===== src/hbs_pkg.sv =====
// Package of constants, types and timing counts for the heater burner sequencer
package hbs_pkg;

  // Clock rate and timer width
  localparam longint unsigned CLK_HZ = 100_000_000;
  localparam int TW = 36;

  // Documented and chosen times, in their own units
  localparam longint unsigned SPARK_TEST_S = 5;
  localparam longint unsigned IGN_S = 30;
  localparam longint unsigned COOL_MIN = 3;
  localparam longint unsigned STEP_MS = 100;
  localparam longint unsigned DEB_MS = 10;
  localparam longint unsigned FLASH_ON_MS = 500;
  localparam longint unsigned FLASH_GAP_MS = 500;
  localparam longint unsigned FLASH_PAUSE_MS = 3000;

  // Cycle counts derived from the times
  localparam logic [TW-1:0] SPARK_TEST_CYC = TW'(SPARK_TEST_S * CLK_HZ);
  localparam logic [TW-1:0] IGN_CYC = TW'(IGN_S * CLK_HZ);
  localparam logic [TW-1:0] COOL_CYC = TW'(COOL_MIN * 60 * CLK_HZ);
  localparam logic [TW-1:0] STEP_CYC = TW'(STEP_MS * CLK_HZ / 1000);
  localparam logic [TW-1:0] DEB_CYC = TW'(DEB_MS * CLK_HZ / 1000);
  localparam logic [TW-1:0] FLASH_ON_CYC = TW'(FLASH_ON_MS * CLK_HZ / 1000);
  localparam logic [TW-1:0] FLASH_GAP_CYC = TW'(FLASH_GAP_MS * CLK_HZ / 1000);
  localparam logic [TW-1:0] FLASH_PAUSE_CYC = TW'(FLASH_PAUSE_MS * CLK_HZ / 1000);

  // Temperatures in degrees F, one count per degree
  localparam int TEMP_W = 12;
  localparam logic [TEMP_W-1:0] START_TEMP_RST = 12'h0a0;
  localparam logic [TEMP_W-1:0] HIGH_TEMP_RST = 12'h0b9;
  localparam logic [TEMP_W-1:0] CYCLE_ON_RST = 12'h096;
  localparam logic [TEMP_W-1:0] HYST_RST = 12'h002;
  localparam logic [TEMP_W-1:0] TEMP_MIN_VALID = 12'h001;
  localparam logic [TEMP_W-1:0] TEMP_MAX_VALID = 12'hffe;

  // Register byte offsets
  localparam logic [7:0] OFF_START = 8'h00;
  localparam logic [7:0] OFF_HIGH = 8'h04;
  localparam logic [7:0] OFF_CYCON = 8'h08;
  localparam logic [7:0] OFF_HYST = 8'h0c;
  localparam logic [7:0] OFF_STATUS = 8'h10;
  localparam logic [7:0] OFF_TEMP = 8'h14;

  // Status field positions
  localparam int ST_STATE_LSB = 0;
  localparam int ST_ATT_BIT = 4;
  localparam int ST_CODE_LSB = 8;
  localparam int ST_OUT_LSB = 16;

  // Fault flash codes
  localparam logic [3:0] CODE_NONE = 4'h0;
  localparam logic [3:0] CODE_START = 4'h1;
  localparam logic [3:0] CODE_FLAME_OUT = 4'h2;
  localparam logic [3:0] CODE_FLOW = 4'h3;
  localparam logic [3:0] CODE_OVERHEAT = 4'h4;
  localparam logic [3:0] CODE_VOLTAGE = 4'h5;
  localparam logic [3:0] CODE_FLAME_FAULT = 4'h6;
  localparam logic [3:0] CODE_COMP_BASE = 4'h7;
  localparam int N_COMP = 8;

  // Sequencer and flasher states
  typedef enum logic [2:0] {
    S_OFF, S_PRECHECK, S_IGNITION, S_FULL, S_COOLDOWN, S_STANDBY, S_FAULT
  } hbs_state_e;
  typedef enum logic [1:0] {F_IDLE, F_ON, F_GAP, F_PAUSE} hbs_flash_e;

  // Field pins from switch, sensors and load monitors
  typedef struct packed {
    logic switch_on;
    logic aux_pump;
    logic flame_ok;
    logic flow_fault;
    logic overheat;
    logic volt_fault;
    logic [N_COMP-1:0] comp_fault;
    logic [TEMP_W-1:0] outlet_temp_sensor;
  } hbs_pins_s;

  // Actuator drives
  typedef struct packed {
    logic blower;
    logic pump;
    logic spark;
    logic fuel_valve;
    logic lamp;
  } hbs_drv_s;

endpackage


===== src/hbs_flash.sv =====
// Fault code flasher: repeats a series of lamp pulses, count equal to the code
`timescale 1ns/100ps
`default_nettype none
module hbs_flash #(
  parameter logic [hbs_pkg::TW-1:0] ON_CYC = hbs_pkg::FLASH_ON_CYC,
  parameter logic [hbs_pkg::TW-1:0] GAP_CYC = hbs_pkg::FLASH_GAP_CYC,
  parameter logic [hbs_pkg::TW-1:0] PAUSE_CYC = hbs_pkg::FLASH_PAUSE_CYC
) (
  input wire logic pclk, // Clock
  input wire logic presetn, // Async reset, active low
  input wire logic [3:0] code, // Code to flash, zero for none
  output logic lamp // Indicator drive
);
  import hbs_pkg::*;

  hbs_flash_e st_r;
  logic [TW-1:0] tmr_r;
  logic [3:0] cnt_r;

  if (ON_CYC == '0 || GAP_CYC == '0 || PAUSE_CYC == '0) begin : g_bad
    $error("hbs_flash: flash times must be at least one cycle");
  end

  // Pulse, gap and pause sequencing with a registered lamp
  always_ff @(posedge pclk or negedge presetn) begin
    if (!presetn) begin
      st_r <= F_IDLE;
      tmr_r <= '0;
      cnt_r <= 4'h0;
      lamp <= 1'b0;
    end else begin
      case (st_r)
        F_IDLE: begin
          lamp <= 1'b0;
          if (code != CODE_NONE) begin
            st_r <= F_ON;
            tmr_r <= '0;
            cnt_r <= 4'h1;
            lamp <= 1'b1;
          end
        end
        F_ON: begin
          tmr_r <= tmr_r + 1'b1;
          if (tmr_r == ON_CYC - 1'b1) begin
            lamp <= 1'b0;
            tmr_r <= '0;
            st_r <= (cnt_r >= code) ? F_PAUSE : F_GAP;
          end
        end
        F_GAP: begin
          tmr_r <= tmr_r + 1'b1;
          if (tmr_r == GAP_CYC - 1'b1) begin
            tmr_r <= '0;
            cnt_r <= cnt_r + 4'h1;
            lamp <= 1'b1;
            st_r <= F_ON;
          end
        end
        F_PAUSE: begin
          tmr_r <= tmr_r + 1'b1;
          if (tmr_r == PAUSE_CYC - 1'b1) begin
            tmr_r <= '0;
            st_r <= F_IDLE;
          end
        end
        default: st_r <= F_IDLE;
      endcase
      if (code == CODE_NONE) begin
        st_r <= F_IDLE;
        lamp <= 1'b0;
      end
    end
  end

endmodule
`default_nettype wire


===== src/hbs_seq.sv =====
// Heater burner sequencer: start, run, cool down, standby and fault latch
`timescale 1ns/100ps
`default_nettype none
module hbs_seq #(
  parameter logic [hbs_pkg::TW-1:0] SPARK_TEST_CYC = hbs_pkg::SPARK_TEST_CYC,
  parameter logic [hbs_pkg::TW-1:0] IGN_CYC = hbs_pkg::IGN_CYC,
  parameter logic [hbs_pkg::TW-1:0] COOL_CYC = hbs_pkg::COOL_CYC,
  parameter logic [hbs_pkg::TW-1:0] STEP_CYC = hbs_pkg::STEP_CYC,
  parameter logic [hbs_pkg::TW-1:0] DEB_CYC = hbs_pkg::DEB_CYC,
  parameter logic [hbs_pkg::TW-1:0] FLASH_ON_CYC = hbs_pkg::FLASH_ON_CYC,
  parameter logic [hbs_pkg::TW-1:0] FLASH_GAP_CYC = hbs_pkg::FLASH_GAP_CYC,
  parameter logic [hbs_pkg::TW-1:0] FLASH_PAUSE_CYC = hbs_pkg::FLASH_PAUSE_CYC
) (
  input wire logic pclk, // Clock, 100 MHz
  input wire logic presetn, // Async reset, active low
  input wire logic psel, // APB select
  input wire logic penable, // APB enable
  input wire logic pwrite, // APB write
  input wire logic [7:0] paddr, // APB byte address
  input wire logic [31:0] pwdata, // APB write data
  output logic [31:0] prdata, // APB read data
  output logic pready, // APB ready
  output logic pslverr, // APB error on unmapped address
  input wire hbs_pkg::hbs_pins_s pins, // Field inputs
  output hbs_pkg::hbs_drv_s drv // Actuator drives
);
  import hbs_pkg::*;

  if (IGN_CYC <= 2 * STEP_CYC || COOL_CYC == '0 || SPARK_TEST_CYC == '0 || DEB_CYC == '0)
  begin : g_bad
    $error("hbs_seq: timing parameters cannot be served");
  end

  hbs_pins_s sync1_r, sync2_r;
  logic [TEMP_W-1:0] start_r, high_r, cycon_r, hyst_r;
  logic [TEMP_W-1:0] temp_r, cand_r;
  logic [TW-1:0] deb_r;
  logic warm_r, hot_r, cool_r;
  hbs_state_e st_r;
  logic [TW-1:0] tmr_r;
  logic first_r, retry_r, att_r;
  logic [3:0] code_r, pend_r;
  logic [3:0] comp_code;
  logic comp_any, temp_bad, sys_fault;
  logic [3:0] sys_code;
  logic blower_r, pump_r, spark_r, valve_r;
  logic lamp;

  // Two-flop synchroniser on all field inputs
  always_ff @(posedge pclk or negedge presetn) begin
    if (!presetn) begin
      sync1_r <= '0;
      sync2_r <= '0;
    end else begin
      sync1_r <= pins;
      sync2_r <= sync1_r;
    end
  end

  // Temperature debounce: a new reading is taken once it holds steady
  always_ff @(posedge pclk or negedge presetn) begin
    if (!presetn) begin
      cand_r <= '0;
      temp_r <= '0;
      deb_r <= '0;
    end else if (sync2_r.outlet_temp_sensor != cand_r) begin
      cand_r <= sync2_r.outlet_temp_sensor;
      deb_r <= '0;
    end else if (deb_r == DEB_CYC - 1'b1) begin
      temp_r <= cand_r;
      deb_r <= deb_r;
    end else begin
      deb_r <= deb_r + 1'b1;
    end
  end

  // Threshold flags with hysteresis bands
  always_ff @(posedge pclk or negedge presetn) begin
    if (!presetn) begin
      warm_r <= 1'b0;
      hot_r <= 1'b0;
      cool_r <= 1'b0;
    end else begin
      if (temp_r > start_r + hyst_r) warm_r <= 1'b1;
      else if (temp_r < start_r) warm_r <= 1'b0;
      if (temp_r >= high_r) hot_r <= 1'b1;
      else if (temp_r + hyst_r < high_r) hot_r <= 1'b0;
      if (temp_r <= cycon_r) cool_r <= 1'b1;
      else if (temp_r > cycon_r + hyst_r) cool_r <= 1'b0;
    end
  end

  // Component fault encoder, lowest index wins
  always_comb begin
    comp_code = CODE_NONE;
    comp_any = 1'b0;
    for (int i = N_COMP - 1; i >= 0; i--) begin
      if (sync2_r.comp_fault[i]) begin
        comp_code = CODE_COMP_BASE + 4'(i);
        comp_any = 1'b1;
      end
    end
  end

  // Range check of the outlet sensor and system fault selection
  assign temp_bad = (temp_r < TEMP_MIN_VALID) || (temp_r > TEMP_MAX_VALID);
  assign sys_fault = sync2_r.flow_fault || sync2_r.overheat || sync2_r.volt_fault;
  always_comb begin
    if (sync2_r.flow_fault) sys_code = CODE_FLOW;
    else if (sync2_r.overheat) sys_code = CODE_OVERHEAT;
    else sys_code = CODE_VOLTAGE;
  end

  // Main burner sequence
  always_ff @(posedge pclk or negedge presetn) begin
    if (!presetn) begin
      st_r <= S_OFF;
      tmr_r <= '0;
      first_r <= 1'b0;
      retry_r <= 1'b0;
      att_r <= 1'b0;
      pend_r <= CODE_NONE;
      code_r <= CODE_NONE;
    end else begin
      tmr_r <= tmr_r + 1'b1;
      case (st_r)
        S_OFF: begin
          tmr_r <= '0;
          code_r <= CODE_NONE;
          att_r <= 1'b0;
          retry_r <= 1'b0;
          first_r <= 1'b1;
          if (sync2_r.switch_on) begin
            st_r <= warm_r ? S_STANDBY : S_PRECHECK;
          end
        end
        S_PRECHECK: begin
          if (!sync2_r.switch_on) begin
            st_r <= S_OFF;
          end else if (comp_any || temp_bad) begin
            code_r <= comp_any ? comp_code : CODE_COMP_BASE;
            st_r <= S_FAULT;
          end else if (sync2_r.flame_ok && !spark_r) begin
            code_r <= CODE_FLAME_FAULT;
            st_r <= S_FAULT;
          end else if (!first_r || tmr_r == SPARK_TEST_CYC - 1'b1) begin
            first_r <= 1'b0;
            tmr_r <= '0;
            st_r <= S_IGNITION;
          end
        end
        S_IGNITION: begin
          if (!sync2_r.switch_on) begin
            retry_r <= 1'b0;
            tmr_r <= '0;
            st_r <= S_COOLDOWN;
          end else if (comp_any) begin
            code_r <= comp_code;
            st_r <= S_FAULT;
          end else if (tmr_r == IGN_CYC - 1'b1) begin
            tmr_r <= '0;
            if (sync2_r.flame_ok) begin
              st_r <= S_FULL;
            end else if (att_r) begin
              code_r <= CODE_START;
              st_r <= S_FAULT;
            end else begin
              att_r <= 1'b1;
              retry_r <= 1'b1;
              st_r <= S_COOLDOWN;
            end
          end
        end
        S_FULL: begin
          tmr_r <= '0;
          if (!sync2_r.switch_on) begin
            retry_r <= 1'b0;
            st_r <= S_COOLDOWN;
          end else if (comp_any) begin
            code_r <= comp_code;
            st_r <= S_FAULT;
          end else if (!sync2_r.flame_ok || sys_fault) begin
            if (att_r) begin
              code_r <= sync2_r.flame_ok ? sys_code : CODE_FLAME_OUT;
              st_r <= S_FAULT;
            end else begin
              pend_r <= sync2_r.flame_ok ? sys_code : CODE_FLAME_OUT;
              att_r <= 1'b1;
              retry_r <= 1'b1;
              st_r <= S_COOLDOWN;
            end
          end else if (hot_r) begin
            retry_r <= 1'b0;
            st_r <= S_COOLDOWN;
          end
        end
        S_COOLDOWN: begin
          if (tmr_r == COOL_CYC - 1'b1) begin
            tmr_r <= '0;
            if (!sync2_r.switch_on) st_r <= S_OFF;
            else if (retry_r) st_r <= S_PRECHECK;
            else st_r <= S_STANDBY;
          end
        end
        S_STANDBY: begin
          tmr_r <= '0;
          if (!sync2_r.switch_on) st_r <= S_OFF;
          else if (cool_r) begin
            att_r <= 1'b0;
            st_r <= S_PRECHECK;
          end
        end
        S_FAULT: begin
          tmr_r <= '0;
          if (!sync2_r.switch_on) st_r <= S_OFF;
        end
        default: st_r <= S_OFF;
      endcase
    end
  end

  // Actuator drives decoded from state and ignition step timer
  always_ff @(posedge pclk or negedge presetn) begin
    if (!presetn) begin
      blower_r <= 1'b0;
      pump_r <= 1'b0;
      spark_r <= 1'b0;
      valve_r <= 1'b0;
    end else begin
      blower_r <= (st_r == S_IGNITION) || (st_r == S_FULL) || (st_r == S_COOLDOWN);
      pump_r <= (st_r == S_IGNITION) || (st_r == S_FULL) || (st_r == S_COOLDOWN)
        || (st_r == S_STANDBY);
      spark_r <= ((st_r == S_IGNITION) && tmr_r >= STEP_CYC && !(tmr_r == IGN_CYC - 1'b1))
        || ((st_r == S_PRECHECK) && first_r && tmr_r < SPARK_TEST_CYC - 1'b1);
      // Valve stays open across the move into full output so the flame is not starved
      valve_r <= ((st_r == S_IGNITION) && tmr_r >= 2 * STEP_CYC)
        || (st_r == S_FULL);
      if (st_r == S_FAULT || st_r == S_OFF) begin
        blower_r <= 1'b0;
        pump_r <= 1'b0;
        spark_r <= 1'b0;
        valve_r <= 1'b0;
      end
    end
  end

  // Fault code flasher, only active in fault shutdown
  hbs_flash #(
    .ON_CYC(FLASH_ON_CYC),
    .GAP_CYC(FLASH_GAP_CYC),
    .PAUSE_CYC(FLASH_PAUSE_CYC)
  ) u_flash (
    .pclk(pclk),
    .presetn(presetn),
    .code((st_r == S_FAULT) ? code_r : CODE_NONE),
    .lamp(lamp)
  );

  // Output bundle; auxiliary input forces the pump on
  assign drv.blower = blower_r;
  assign drv.pump = pump_r || sync2_r.aux_pump;
  assign drv.spark = spark_r;
  assign drv.fuel_valve = valve_r;
  assign drv.lamp = lamp;

  // APB threshold registers
  always_ff @(posedge pclk or negedge presetn) begin
    if (!presetn) begin
      start_r <= START_TEMP_RST;
      high_r <= HIGH_TEMP_RST;
      cycon_r <= CYCLE_ON_RST;
      hyst_r <= HYST_RST;
    end else if (psel && penable && pwrite) begin
      case (paddr)
        OFF_START: start_r <= pwdata[TEMP_W-1:0];
        OFF_HIGH: high_r <= pwdata[TEMP_W-1:0];
        OFF_CYCON: cycon_r <= pwdata[TEMP_W-1:0];
        OFF_HYST: hyst_r <= pwdata[TEMP_W-1:0];
        default: ;
      endcase
    end
  end

  // APB read data, captured in the setup cycle
  always_ff @(posedge pclk or negedge presetn) begin
    if (!presetn) begin
      prdata <= 32'h0000_0000;
    end else if (psel && !penable && !pwrite) begin
      case (paddr)
        OFF_START: prdata <= {20'h00000, start_r};
        OFF_HIGH: prdata <= {20'h00000, high_r};
        OFF_CYCON: prdata <= {20'h00000, cycon_r};
        OFF_HYST: prdata <= {20'h00000, hyst_r};
        OFF_STATUS: prdata <= {11'h000, drv, 4'h0, code_r, 3'h0, att_r, 1'b0, st_r};
        OFF_TEMP: prdata <= {20'h00000, temp_r};
        default: prdata <= 32'h0000_0000;
      endcase
    end
  end

  // Zero wait states; unmapped addresses answer with an error
  assign pready = 1'b1;
  assign pslverr = psel && penable && !(paddr == OFF_START || paddr == OFF_HIGH
    || paddr == OFF_CYCON || paddr == OFF_HYST || paddr == OFF_STATUS || paddr == OFF_TEMP
    || (pwrite && 1'b0));

endmodule
`default_nettype wire


===== config.mk =====
export PLATFORM = sky130hd
export DESIGN_NAME = hbs_seq
export DESIGN_NICKNAME = d
export VERILOG_FILES = /design/src/hbs_pkg.sv /design/src/hbs_flash.sv /design/src/hbs_seq.sv
export SDC_FILE = /design/constraint.sdc
export NUM_CORES = 1
export LEC_CHECK = 0
export ABC_AREA = 1
export BUFFER_PORTS_ARGS = -buffer_cell sky130_fd_sc_hd__buf_4
export CORE_UTILIZATION = 60
export DETAILED_ROUTE_END_ITERATION = 12
export PLACE_DENSITY = 0.89
export SETUP_SLACK_MARGIN = 0.1
export SYNTH_ARGS = -nofsm -noshare
export SYNTH_HDL_FRONTEND = slang
export SYNTH_SLANG_ARGS = --single-unit

===== constraint.sdc =====
create_clock -name pclk -period 3.3 [get_ports pclk]
set_clock_uncertainty 0.1 [all_clocks]
set_input_delay 0.495 -clock pclk [delete_from_list [all_inputs] [get_ports pclk]]
set_output_delay 0.495 -clock pclk [all_outputs]
set_load 0.005 [all_outputs]

==> flow_summary.yaml <==
outcome:
  status: "completed"
synth:
  synth_warnings: 0
  synth_fa_ha_area_frac: 0.08758
  syn_inst: 2354
  synth_edf_count: 0
  synth_top_family_by_area: "simple AND/OR/NAND/NOR gates"
  yosys-top-cells-area: "dfrtp_1, nand2_1, ha_1"
  synthArstFlopShare: 1.000
  synth_compound_area_frac: 0.09923
  synthMuxAreaShare: 0
  yosysTopAreaCellShare: 0.3663
  synth_top_cell_by_area: "dfrtp_1"
  ys_seq_area_frac: 0.3840
  synth_cell_types: 54
  synth-seq-cells: 273
  synthSimpleGateAreaFrac: 0.2965
  synth_top_flop_cell: "dfrtp_1"
  syn-cell-area_um2: 17830
  avgSynthCellArea_um2: 7.574
  synth-xor-area-share: 0.04568
sta:
  setup_tns_ns: 0
  max_slew_margin: 0.4530
  post-route-min-period_ns: 3.020
  worstMarginPinSlew_ns: 0.8181
  hold_viol: 0
  period_share: 0.9150
  slew_violations: 0
  fmax_ghz: 0.3312
  rsz0062_at_grt: "yes"
  setup_viol: 0
cts:
  h-tree-depth: 1
  cts_buffers: 30
  tritoncts: "yes"
  clock-root-buffer: "clkbuf_16"
  cts_num_sinks: 273
  clock_latency_ns: 0.59
  clk_pin_slew_ns: 0.07
  clock_path_buffers: 3
worst_setup_path:
  reg2regPathDepth: 16
  critPathMaxFanout: 4
  end_kind: "flop"
  crit_type: "flop to flop"
  r2r_setup_slack_ns: 0.28
  reg2reg_to: "cool_r"
  critical_path.cell_chain: "buf_4 -> ha_1 -> nand3_1 -> nand2_1 -> a21oi_1 -> o21ai_1 -> a21oi_1 -> xor2_1 -> ha_1 -> nand4_1 -> nor3_1 -> a21oi_1 -> o211ai_1 -> o21ai_0 -> nand2_1 -> nand2_1"
  crit_slowest_cell: "dfstp_2"
  critPathArrivalTime_ns: 3.40
  start_kind: "flop"
  critPathMaxStageDelay_ns: 0.59
  worstPathRequired_ns: 3.68
  timing.rr.start: "hyst_r[1]"
power_and_ir_drop:
  p_seq_frac: 0.423
  p_switching_mw: 2.635
  powerDensity_nw_per_um2: 430.5
  p_sw_frac: 0.3049
  p_leak_nw: 9.513
  clockPowerShare: 0.416
  p_total_mw: 8.645
  p_comb_frac: 0.161
  max-vdd-ir-drop_v: 0.0006392
  p_int_mw: 6.009
final_layout:
  nets: 2650
  fin_util: 0.6940
  diodes: 0
  drive_gt1_frac: 0.09919
  syn_to_final_growth_pct: 12.62
  n_fill_cell: 2300
flow_run:
  drv_cap: 0
drt:
  dr.pass1.iters: 6
  drc: 0
  drtIter0Drc: 1399
  wl_per_cell_um: 16.94
  viasPerCell: 5.715
  ant_nets: 0
  routed-via-count: 16370
  postRouteWirelength_mm: 48.53
floorplan:
  die_area_um2: 30410
  die_h_um: 174.4
  core.rowCount: 62
  die_x_um: 174.4
  start_util: 0.6162
  core_area_um2: 28940
  io-pin-count: 110
place:
  port_buffers: 73
  dpl.hpwl_mm: 35.62
  place_congestion: 1.019
global_routing:
  grt_pass1_vias: 15970
  grt_max_degree: 70
  grt_pass1_wl_mm: 79.86
  antenna_found_initial: 0
  grt_remaining_overflow: 0
  grt.total_usage: 0.3253
hold_path:
  whs_endpoint: "start_r[5]"
  hold_class: "input pin to flop"
  hold-path-cell-count: 3
  worstHoldStart: "pwdata[5]"
cells in the mapped netlist (7+ instances only):
master    count
dfstp_2      12
nand2_2      10
a21oi_1     110
inv_1       287
o21a_1        9
ha_1        120
buf_4        24
buf_2        11
o21ai_0     132
dfrtp_1     261
and3_1        7
o22ai_1      14
o21ai_1      11
inv_2         9
nor3b_1       7
a31oi_1       7
nor2_4       26
o211ai_1      7
nand3_1     155
clkbuf_1     31
nor2_2       10
nand2_1     548
nor3_1       66
nor2_1      256
xor2_1       68
nand4_1      58
xnor2_1      25
routing by layer:
layer	vias to the layer above	wire length (µm)	global-route usage	part of all wire
met3	164	3738	0.05577	0.077
met2	699	22440	0.5334	0.46
met4	0	2122	0.1382	0.044
li1	7859	-	-	-
met5	-	0	0	0
met1	7646	20230	0.4247	0.42
through the flow:
stage	std cells	hold WS (ns)	setup WS, ns	cell area, µm²
after floorplan	2368	0.09941	0.4750	17880
after global routing	2864	0.1358	0.04563	20080
final	2864	0.1103	0.2804	20080
after CTS	2860	0.1033	0.1518	20030
after global placement	2777	0.2338	0.2569	18700
after detailed placement	2777	0.2347	0.1711	18700
area by class of cell:
cell class	instances	area (µm²)	area share
clock buffers	35	779.5	0.03882
flip-flops and latches	273	6848	0.3410
multi-input cells	1726	9507	0.4734
inverters	298	1126	0.05608
well taps	384	480.5	0.02393
repair buffers	127	1054	0.05246
clock inverters	21	286.5	0.01427
worst max-delay path by stage:
| stage | start | endpoint | slack, ns | cells past startpoint |
|---|---|---|---|---|
| after CTS | hyst_r[2] | hot_r | 0.15 | 16 |
| after global routing | hyst_r[1] | hot_r | 0.05 | 20 |
| after floorplan | hyst_r[1] | hot_r | 0.48 | 20 |
| after detailed placement | hyst_r[2] | hot_r | 0.17 | 16 |
| final | hyst_r[1] | cool_r | 0.28 | 16 |
| after global placement | hyst_r[1] | hot_r | 0.26 | 20 |
critical path, delay by kind of cell (launching register included):
| kind | cells | cell delay [ns] |
|---|---|---|
| simple gates | 6 | 0.63 |
| buf+inv | 1 | 0.15 |
| fa+ha+maj | 2 | 0.52 |
| compound gates | 6 | 0.85 |
| flops | 1 | 0.59 |
| xor+xnor | 1 | 0.09 |
layout by cell type (no fill, tap or decap), types with 9 or more instances in the layout:
cell type and count:
o21a_1 9, nor2_1 256, dlygate4sd3_1 27, nor2_2 10, o22ai_1 14, nor3_1 66, nand4_1 58, nand2_1 548
xor2_1 68, buf_4 97, o21ai_1 14, conb_1 16, dfrtp_1 260, nand3_1 155, nor2_4 26, o21ai_0 129
inv_2 9, xnor2_1 25, dfstp_2 12, a21oi_1 108, nand2_2 10, clkbuf_16 30, inv_1 287, ha_1 119
repair_timing:
item	in CTS	in global routing
endpoints found under the hold margin	82	0
buffers inserted	0	4
endpoints found under the setup margin	0	3
hold buffers	27	0
resized for setup	0	8
power groups by stage:
stage / Combinational, mW / Clock [mW] / Sequential [mW]
global placement: 1.32 / 0 / 3.71
global route: 1.55 / 3.77 / 3.67
floorplan: 1.14 / 0 / 3.62
finish: 1.39 / 3.60 / 3.66
detailed placement: 1.35 / 0 / 3.71
CTS: 1.39 / 3.65 / 3.65
registers in the layout, indices dropped and copies added (netlist names), 2 cells and up:
signal	flops
code_r	4
sync1_r	26
cand_r	12
high_r	12
deb_r	36
st_r	3
u_flash.tmr_r	36
sync2_r	26
temp_r	12
cycon_r	12
prdata	17
u_flash.st_r	2
start_r	12
tmr_r	36
u_flash.cnt_r	4
hyst_r	12
cells by family after synthesis:
| family | count (synthesis) |
|---|---|
| buffers and inverters | 369 |
| AND/OR/NAND/NOR | 1175 |
| other | 2 |
| XOR/XNOR | 93 |
| adder cells (fa/ha/maj) | 123 |
| AO/OA/AOI/OAI | 319 |
| flip-flops | 273 |
Power figures use the tool's default switching activity.
